==> src/include/abt_pkg.sv <==
// Package for the asynchronous bus cycle termination decoder.
// Assumes a single 100 MHz clock and asynchronous active-high reset.
package abt_pkg;

   // ----------------------------------------------------------------
   // Outcome encoding
   // ----------------------------------------------------------------
   typedef enum logic [2:0] {
      ABT_NONE,
      ABT_NORMAL,
      ABT_HALT,
      ABT_BUS_ERR,
      ABT_RETRY
   } abt_outcome_t;

   // ----------------------------------------------------------------
   // Synchronised termination inputs
   // ----------------------------------------------------------------
   typedef struct packed {
      logic [1:0] size_ack;
      logic       bus_error;
      logic       halt;
   } abt_term_t;

   // ----------------------------------------------------------------
   // Cycle access information kept for a retry
   // ----------------------------------------------------------------
   localparam int ABT_ADDR_W = 32;
   localparam int ABT_FC_W   = 3;
   localparam int ABT_SIZE_W = 2;

   typedef struct packed {
      logic [ABT_ADDR_W-1:0] addr;
      logic [ABT_FC_W-1:0]   fc;
      logic [ABT_SIZE_W-1:0] size;
      logic                  rd;
      logic                  prefetch;
      logic                  cache_fill;
   } abt_access_t;

   // ----------------------------------------------------------------
   // Timing counts
   // ----------------------------------------------------------------
   localparam int        ABT_CLK_NS     = 10;
   localparam int        ABT_RESYNC_NS  = 20;
   localparam logic [3:0] ABT_RESYNC_CYC = 4'(ABT_RESYNC_NS / ABT_CLK_NS);
   localparam logic [3:0] ABT_RESET_CNT  = 4'h0;

endpackage : abt_pkg

==> src/rtl/abt_sync.sv <==
// Two flip-flop synchroniser for the asynchronous termination pins.
// Assumes pins are asynchronous to clk.
`timescale 1ns/1ps
module abt_sync #(
   parameter int W = 4
) (
   input  wire logic         clk,
   input  wire logic         rst,
   input  wire logic [W-1:0] din,
   output logic      [W-1:0] dout
);
   logic [W-1:0] meta;

   if (W < 1) begin : g_w_check
      $error("abt_sync: width must be positive");
   end

   always_ff @(posedge clk or posedge rst) begin
      if (rst) begin
         meta <= '0;
         dout <= '0;
      end else begin
         meta <= din;
         dout <= meta;
      end
   end
endmodule : abt_sync

==> src/rtl/abt_term.sv <==
// Bus cycle termination decoder and retry sequencer.
// Assumes the bus controller issues cycles with start_cycle and
// that termination pins are active-high and asynchronous to clk.
`timescale 1ns/1ps
// Behaviour
// - Acknowledge alone ends the cycle normally and continues.
// - Halt by acknowledge time: complete normally, then stall until halt drops.
// - Bus error without halt, before or with acknowledge: terminate, bus error.
// - Bus error one even state after acknowledge: still a bus error.
// - Bus error with halt: terminate and retry once bus error and halt both drop.
// - Late bus error with halt after acknowledge: terminate and retry.
// - Bus error wins over a simultaneous acknowledge.
// - Prefetch bus error deferred until used; dropped on flush.
// - Bus error recognised up to two clocks (one even state) after acknowledge, or during cycle.
// - Bus error closes the cycle normally before exception handling.
// - Bus error on a cache fill read invalidates that entry.
// - Inputs evaluated at even states in ST_WAIT and ST_LATE, on every clock otherwise; state n compared with n+2.
// - Retry: drop strobes, wait for release, resync, reissue same access.
module abt_term (
   input  wire logic                 clk,
   input  wire logic                 rst,
   input  wire logic                 start_cycle,
   input  wire abt_pkg::abt_access_t access_in,
   input  wire logic [1:0]           size_ack_pair,
   input  wire logic                 bus_error_in,
   input  wire logic                 halt_in,
   input  wire logic                 prefetch_used,
   input  wire logic                 prefetch_flush,
   output logic                      address_strobe_out,
   output abt_pkg::abt_access_t      access_out,
   output logic                      busy,
   output logic                      cycle_done,
   output abt_pkg::abt_outcome_t     outcome,
   output logic                      bus_halted,
   output logic                      bus_err_exc,
   output logic                      cache_invalidate
);

   typedef enum logic [2:0] {
      ST_IDLE,
      ST_WAIT,
      ST_LATE,
      ST_HALTED,
      ST_RETRY_WAIT,
      ST_RESYNC
   } abt_state_t;

   abt_pkg::abt_term_t    term;
   abt_state_t            state;
   abt_state_t            next_state;
   abt_pkg::abt_access_t  next_access_out;
   logic                  next_as;
   logic                  next_done;
   abt_pkg::abt_outcome_t next_outcome;
   logic                  next_err_exc;
   logic                  next_inval;
   logic [3:0]            cnt;
   logic [3:0]            next_cnt;
   logic                  pend_err;
   logic                  next_pend_err;
   logic                  even;
   logic                  next_even;
   logic                  ack;

   // ----------------------------------------------------------------
   // Input synchronisation
   // ----------------------------------------------------------------
   abt_sync #(.W(4)) abt_sync_i (
      .clk  (clk),
      .rst  (rst),
      .din  ({size_ack_pair, bus_error_in, halt_in}),
      .dout (term)
   );

   assign ack        = |term.size_ack;
   assign busy       = (state != ST_IDLE);
   assign bus_halted = (state == ST_HALTED);

   // ----------------------------------------------------------------
   // Next state
   // ----------------------------------------------------------------
   always_comb begin
      next_state      = state;
      next_access_out = access_out;
      next_as         = address_strobe_out;
      next_done       = 1'b0;
      next_outcome    = outcome;
      next_err_exc    = 1'b0;
      next_inval      = 1'b0;
      next_cnt        = cnt;
      next_pend_err   = pend_err;
      // Even bus states fall on every other clock of an active cycle
      next_even       = busy ? ~even : 1'b0;
      // Clear first so that a new prefetch error in the same cycle wins
      if (pend_err && prefetch_flush) begin
         next_pend_err = 1'b0;
      end else if (pend_err && prefetch_used) begin
         next_pend_err = 1'b0;
         next_err_exc  = 1'b1;
      end
      unique case (state)
         ST_IDLE: begin
            if (start_cycle) begin
               next_state      = ST_WAIT;
               next_access_out = access_in;
               next_as         = 1'b1;
               next_outcome    = abt_pkg::ABT_NONE;
            end
         end
         ST_WAIT: begin
            if (even) begin
               if (term.bus_error) begin
                  // Bus error ends the cycle the ordinary way first
                  next_as   = 1'b0;
                  next_done = 1'b1;
                  if (term.halt) begin
                     next_outcome = abt_pkg::ABT_RETRY;
                     next_state   = ST_RETRY_WAIT;
                  end else begin
                     next_outcome = abt_pkg::ABT_BUS_ERR;
                     next_state   = ST_IDLE;
                     next_inval   = access_out.cache_fill & access_out.rd;
                     if (access_out.prefetch) next_pend_err = 1'b1;
                     else next_err_exc = 1'b1;
                  end
               end else if (ack && term.halt) begin
                  next_as      = 1'b0;
                  next_done    = 1'b1;
                  next_outcome = abt_pkg::ABT_HALT;
                  next_state   = ST_HALTED;
               end else if (ack) begin
                  // Hold the verdict for one even state to catch a late error
                  next_as    = 1'b0;
                  next_state = ST_LATE;
               end
            end
         end
         ST_LATE: begin
            if (even) begin
               next_done = 1'b1;
               if (term.bus_error && term.halt) begin
                  next_outcome = abt_pkg::ABT_RETRY;
                  next_state   = ST_RETRY_WAIT;
               end else if (term.bus_error) begin
                  next_outcome = abt_pkg::ABT_BUS_ERR;
                  next_state   = ST_IDLE;
                  next_inval   = access_out.cache_fill & access_out.rd;
                  if (access_out.prefetch) next_pend_err = 1'b1;
                  else next_err_exc = 1'b1;
               end else begin
                  next_outcome = abt_pkg::ABT_NORMAL;
                  next_state   = ST_IDLE;
               end
            end
         end
         ST_HALTED: begin
            if (!term.halt) next_state = ST_IDLE;
         end
         ST_RETRY_WAIT: begin
            if (!term.bus_error && !term.halt) begin
               next_state = ST_RESYNC;
               next_cnt   = abt_pkg::ABT_RESYNC_CYC;
            end
         end
         ST_RESYNC: begin
            if (cnt <= 4'h1) begin
               next_state = ST_WAIT;
               next_as    = 1'b1;
               next_cnt   = abt_pkg::ABT_RESET_CNT;
            end else begin
               next_cnt = cnt - 4'h1;
            end
         end
         default: next_state = ST_IDLE;
      endcase
   end

   // ----------------------------------------------------------------
   // Registers
   // ----------------------------------------------------------------
   always_ff @(posedge clk or posedge rst) begin
      if (rst) begin
         state              <= ST_IDLE;
         access_out         <= '0;
         address_strobe_out <= 1'b0;
         cycle_done         <= 1'b0;
         outcome            <= abt_pkg::ABT_NONE;
         bus_err_exc        <= 1'b0;
         cache_invalidate   <= 1'b0;
         cnt                <= abt_pkg::ABT_RESET_CNT;
         pend_err           <= 1'b0;
         even               <= 1'b0;
      end else begin
         state              <= next_state;
         access_out         <= next_access_out;
         address_strobe_out <= next_as;
         cycle_done         <= next_done;
         outcome            <= next_outcome;
         bus_err_exc        <= next_err_exc;
         cache_invalidate   <= next_inval;
         cnt                <= next_cnt;
         pend_err           <= next_pend_err;
         even               <= next_even;
      end
   end
endmodule : abt_term

==> config.mk <==
export PLATFORM = sky130hd
export DESIGN_NAME = abt_term
export DESIGN_NICKNAME = d
export VERILOG_FILES = /design/src/include/abt_pkg.sv /design/src/rtl/abt_sync.sv /design/src/rtl/abt_term.sv
export SDC_FILE = /design/constraint.sdc
export NUM_CORES = 1
export LEC_CHECK = 0
export BUFFER_PORTS_ARGS = -buffer_cell sky130_fd_sc_hd__buf_2
export CORE_MARGIN = 2
export CORE_UTILIZATION = 45
export DETAILED_ROUTE_END_ITERATION = 8
export PLACE_DENSITY = 0.76
export SETUP_SLACK_MARGIN = 0.1
export SLEW_MARGIN = 10
export SYNTH_ARGS = -nofsm -noshare
export SYNTH_HDL_FRONTEND = slang
export SYNTH_HIERARCHICAL = 1
export SYNTH_SLANG_ARGS = --single-unit
==> constraint.sdc <==
create_clock -name clk -period 1.85 [get_ports clk]
set_input_delay 0.37 -clock clk [delete_from_list [all_inputs] [get_ports clk]]
set_output_delay 0.37 -clock clk [all_outputs]
set_load 0.05 [all_outputs]
# Yosys cells after proc, flatten, opt, wreduce, memory -nomap -nowiden
# Cells that the tools add are included.
[op_classes] reduce_logical=18 n_mux=64 n_bitwise=2 n_addsub=1 n_lt_le_gt_ge=1 n_eq_ne=13
[op_table] op="2-to-1 mux 3 bit" count=18
[op_table] op="2-to-1 mux 1 bit" count=35
[op_table] op="one-hot mux 3 bit (6 select lines)" count=1
[op_table] op="!= test 2 bit (second input constant)" count=6
[op_table] op="AND reduction 5 bit" count=2
[op_table] op="one-hot mux 3 bit (3 select lines)" count=1
[op_table] op="nonzero test 3 bit" count=3
[op_table] op="2-to-1 mux 4 bit" count=2
[op_table] op="one-hot mux 1 bit (2 select lines)" count=4
[op_table] op="one-hot mux 4 bit (2 select lines)" count=1
[op_table] op="AND reduction 7 bit" count=1
[op_table] op="== test 3 x 2 -> 1 bit (second input constant)" count=2
[op_table] op="== test 3 bit (second input constant)" count=2
[op_table] op="logical AND 1 bit" count=5
[op_table] op="less-or-equal comparator 4 x 1 -> 1 bit (second input constant)" count=1
[op_table] op="!= test 4 x 3 -> 1 bit (second input constant)" count=1
[op_table] op="AND reduction 2 bit" count=2
[op_table] op="subtractor 4 x 1 -> 4 bit (second input constant)" count=1
[op_table] op="== test 3 x 1 -> 1 bit (second input constant)" count=1
[op_table] op="logical NOT 3 bit" count=1
[op_table] op="!= test 3 x 2 -> 1 bit (second input constant)" count=1
[op_table] op="one-hot mux 1 bit (3 select lines)" count=1
[op_table] op="logical NOT 1 bit" count=2
[op_table] op="2-to-1 mux 2 bit" count=1
[op_table] op="4 further kinds" count=4
[word_totals] out_inout_bits=49 register_bits=64

# Longest topological paths before layout
[depth] word_depth=8 depth_mapped=6 ltp_nobuf=6

# Cells and area by module
# Netlist, hierarchy kept.
[by_module_without_submodules] mod="abt_term" area_each_um2=2671.3 cells_each=189 instances=1 seq_area_each_um2=1401.3
[by_module_without_submodules] mod="abt_sync" area_each_um2=203.9 cells_each=9 instances=1 seq_area_each_um2=200.2

# Worst setup path after synthesis
# No wires, ideal clock.
[synth_path] path_kind="reg-to-output" startpoint="register state[2]" endpoint="output port bus_halted" t_arrival_ns=1.210 n_path_buf=1 t_required_ns=1.480 setup_slack_ns=0.270 path_stages_with_launch=4 cell_sequence="dfrtp_1 > buf_2 > nor2b_1 > and2_1"
[synth_via] elab_chain_cells=1
[synth_lines] item="start, declared" line_no="abt_term.sv:49" source="abt_state_t state;"
[synth_lines] item="start signal, assigned" line_no="abt_term.sv:194" source="state <= next_state;"
[synth_lines] item="== test 3 x 2 -> 1 bit" line_no="abt_term.sv:77" source="assign bus_halted = (state == ST_HALTED);"
[synth_lines] item="end, declared" line_no="abt_term.sv:34" source="output logic bus_halted,"
# No other way between the ends.

# Worst setup path in the final report
[layout_path] startpoint="register cnt[0]" endpoint="register state[0]"
[layout_via] elab_chain_cells=3
[layout_lines] item="start, declared" line_no="abt_term.sv:57" source="logic [3:0] cnt;"
[layout_lines] item="start signal, assigned" line_no="abt_term.sv:190" source="cnt <= abt_pkg::ABT_RESET_CNT;"
[layout_lines] item="start signal, assigned" line_no="abt_term.sv:201" source="cnt <= next_cnt;"
[layout_lines] item="less-or-equal comparator 4 x 1 -> 1 bit" line_no="abt_term.sv:166" source="if (cnt <= 4'h1) begin"
[layout_lines] item="!= test 2 bit (no line)"
[layout_lines] item="AND reduction 7 bit (no line)"
# No other way between the ends.
# A chain may end at the register's enable or synchronous reset.

==> run summary <==
The flow ran to the end, and the final reports show no timing, DRC or antenna violations. The count of yosys warnings during synthesis was 6. The filler cells instantiated in the layout total 520. For the placer's final routability congestion estimate, the log shows 0.866. The starting utilization of the core area came out at 0.458.

For this run, the post-layout net count is 363. In this run, the number of DRC markers left after iteration 0 of detailed routing was 50. The post-synthesis async set-or-reset flop share was 1.00. Setup repair after global routing could not meet its margin everywhere. The worst setup path is captured at a flop. The library cell used most frequently in the layout, excluding fill and tap cells, is sky130_fd_sc_hd__buf_2.

Global routing met2 resource utilization: 0.284. Critical-path cell with the highest stage delay: sky130_fd_sc_hd__o31ai_1. Subtracting the final worst setup slack from the clock period gives 1.73 ns. Counting the buffers created by CTS gives 9.

The pre-antenna-repair detailed-routing pass consisted of 4 iterations. The critical path data required time is 2.08 ns. The endpoint identified for the worst register-to-register timing path is state[0]$_DFFE_PP0P_.

The share of the clock period used by the worst path after layout came out at 0.937. The critical path launch point type is a flop. The met3 routing resource usage after global routing is 0.0514. Number of I/O pins: 98. In this run the most used layer during global routing was met2. The sink count of the clock tree is 64, and the width of the die is 83.9 microns. Clock-pin slew was measured on the worst setup and hold paths at 0.07 ns. The met1 layer usage reported by global route is 0.212. Start of the worst register-to-register path: cnt[0]$_DFFE_PP0P_.

The run gives 41 as the number of distinct standard cells referenced by the synthesized netlist. Derived from the worst setup path, the maximum achievable clock frequency is 577 MHz. At the pin with the least slew margin, the transition time is 0.535 ns. In this run the vertical extent of the chip is 83.9 microns. The placed standard-cell area is 3420 sq um.

The post-synthesis cell count is 198, and the number of antenna-violating nets in the routed design is 0. The via count was 1992. Global-route usage over all layers: 0.171.

Summed over all failing endpoints, the final setup total negative slack is 0 ns. The path with the worst hold slack has its endpoint at abt_sync_i/meta[3]$_DFF_PP0_. OpenSTA, run right after detailed placement, puts the worst setup slack at 0.217 ns. The number of antenna violations at the first check in global routing was 0; the number of H-tree levels was 3. The signal arrival time at the worst endpoint is 1.96 ns, and the sequential-to-total area share from yosys stat is 0.557. The cell area that synthesis handed to floorplanning was 2880 sq um. The count of buffer and inverter cells on the critical path works out to 1. The dominant delay contributor by cell family on the critical path was compound AO/OA/AOI/OAI gates. The final worst setup slack came out at 0.116 ns. The worst hold path belongs to the class in2reg. The ratio of cells with drive above 1 in the final layout was 0.558; the final count of pins violating max slew was 0. The signed area change from the synthesized netlist to the final layout is 27.9%. The signal on the critical path passes through inv_1 -> ha_1 -> nor2_1 -> o31ai_1 -> a31oi_1 -> a31o_2. TritonCTS built the clock tree. Yosys attributes the largest share of cell area to sky130_fd_sc_hd__dfrtp_1 (56%), sky130_fd_sc_hd__mux2_4 (21%), sky130_fd_sc_hd__buf_12 (2.8%). Total nets after synthesis: 249. The run gives 9410 microns as the first-pass GRT wire length. Each instance of the synthesized netlist takes up on average 14.5 sq um.

The max-capacitance violation count is 0. Leaving out fill and tap cells, the most frequent cells in the layout are sky130_fd_sc_hd__buf_2 (95), sky130_fd_sc_hd__dfrtp_1 (62), sky130_fd_sc_hd__mux2_4 (40). The wire-length estimate of the detail-placed layout is 4210 microns.

The cell accounting for the most synthesized area is sky130_fd_sc_hd__dfrtp_1. The highest fanout seen on the critical path works out to 5. The via count of the first global-routing pass was 1923; the remaining max-slew budget at the tightest pin was 0.640. The floorplan has 29 rows. The worst min-delay path startpoint was size_ack_pair[1]. The run gives 0 as the number of hold-slack violations in the final timing report. The register-to-register setup slack is 0.12 ns.

Top flip-flop cell by instance count after synthesis: sky130_fd_sc_hd__dfrtp_1. Entering global routing, the biggest net connects 28 pins. The area share of the largest cell type after synthesis was 0.557.

The total of endpoints with negative setup slack in the final report came out at 0. The average wire per standard cell is 14.8 microns, and the clock skew is 0.00796 ns. With fillers left out, the area of the finished cells amounts to 3680 sq um.

Number of buffers on the longest clock path: 2. The total overflow left after global routing is 0. The number of storage elements in the synthesis netlist came out at 64. Across all hold checks on the routed design, the worst slack comes to 0.137 ns. The tools report the buffer cell driving the clock tree root as sky130_fd_sc_hd__clkbuf_8. Using the TritonRoute via totals, the vias-per-cell ratio works out to 5.06. The count of buffers added on input and output ports is 97. The core region is 6280 sq um. The run gives 0.33 ns as the clock latency at the later pin of the worst-skew pair. For this run, the slowest stage of the critical path takes 0.46 ns. The total wirelength of the detailed-routed design was 5840 microns.

Critical path class: reg2reg. The hold path depth was 1; the number of enable flip-flop cells after synthesis was 0. The die covers 7050 sq um. The number of remaining DRC errors was 0; the number of cells traversed by the worst register-to-register path was 6. The number of antenna diodes in the final layout is 0.
-- worst register-to-register path: stages, from the launching register on --
cell and delay (ns):
sky130_fd_sc_hd__dfrtp_1 0.42, sky130_fd_sc_hd__inv_1 0.08, sky130_fd_sc_hd__ha_1 0.20, sky130_fd_sc_hd__nor2_1 0.07, sky130_fd_sc_hd__o31ai_1 0.46, sky130_fd_sc_hd__a31oi_1 0.16
sky130_fd_sc_hd__a31o_2 0.24
-- worst max path at each step --
stage                                    start                          to  slack (ns)  cells past startpoint
after floorplan                            rst   access_out[0]$_DFFE_PP0P_        0.11                      1
after global placement      cnt[0]$_DFFE_PP0P_        state[0]$_DFFE_PP0P_        0.25                      6
after detailed placement  state[1]$_DFFE_PP0P_  access_out[25]$_DFFE_PP0P_        0.22                      4
after CTS                 state[1]$_DFFE_PP0P_                        busy        0.09                      3
after global routing        cnt[1]$_DFFE_PP0P_        state[0]$_DFFE_PP0P_        0.05                      6
final                       cnt[0]$_DFFE_PP0P_        state[0]$_DFFE_PP0P_        0.12                      6
-- metrics by stage --
stage	cells	utilization
global route	394	0.586
floorplan	198	-
detailed placement	371	0.545
finish	394	0.586
global placement	371	0.545
CTS	388	0.575
-- sequential cells by signal, summed over array words and instances, names as in the netlist --
name / flops
state: 3
access_out: 40
pend_err: 1
cnt: 4
even: 1
abt_sync_i/meta: 4
address_strobe_out: 1
abt_sync_i/dout: 4
cache_invalidate: 1
cycle_done: 1
outcome: 3
bus_err_exc: 1
-- per-layer routing --
metal | part of all wire | wire (microns)
met5 | 0 | 0
met4 | 0.022 | 128
met3 | 0.051 | 296
met2 | 0.50 | 2910
met1 | 0.43 | 2500
-- timing repair --
action / 4_1_cts / 5_1_grt
setup buffers: 0 / 6
resized for setup: 4 / 6
pin swaps: 0 / 1
hold buffers: 1 / 0
hold endpoints to repair: 8 / 0
endpoints found under the setup margin: 2 / 2
-- area by class of cell --
cell class	instances	area (sq um)	area share
clock buffers	9	124	0.0337
clock inverters	7	47.5	0.0129
inverters	9	33.8	0.00918
multi-input cells	117	1140	0.311
flip-flops and latches	64	1600	0.436
well taps	77	96.3	0.0262
repair buffers	111	631	0.171
-- kinds of logic after synthesis --
| kind of cell | count (synthesis) | synth area share |
|---|---|---|
| compound gates | 34 | 0.0870 |
| fa+ha+maj | 2 | 0.00870 |
| buf+inv | 17 | 0.0505 |
| flops | 64 | 0.557 |
| mux | 45 | 0.228 |
| simple gates | 36 | 0.0692 |
-- synthesized netlist by cell type, types with 2 or more instances --
library cell,number
sky130_fd_sc_hd__buf_4,2
sky130_fd_sc_hd__buf_12,4
sky130_fd_sc_hd__o22ai_1,3
sky130_fd_sc_hd__a21oi_1,5
sky130_fd_sc_hd__inv_1,9
sky130_fd_sc_hd__a21o_1,2
sky130_fd_sc_hd__mux2_1,3
sky130_fd_sc_hd__mux2_4,40
sky130_fd_sc_hd__mux2i_1,2
sky130_fd_sc_hd__a31oi_1,2
sky130_fd_sc_hd__o21ai_0,8
sky130_fd_sc_hd__nor2_1,8
sky130_fd_sc_hd__dfrtp_1,64
sky130_fd_sc_hd__nor3_1,3
sky130_fd_sc_hd__nand2b_1,8
sky130_fd_sc_hd__ha_1,2
sky130_fd_sc_hd__a211oi_1,3
sky130_fd_sc_hd__and2_1,2
sky130_fd_sc_hd__nand2_1,5
sky130_fd_sc_hd__and2b_1,2
Power is left out: the tool's default activity adds up to more than one toggle a clock period on the data nets, which glitch-free logic cannot reach.
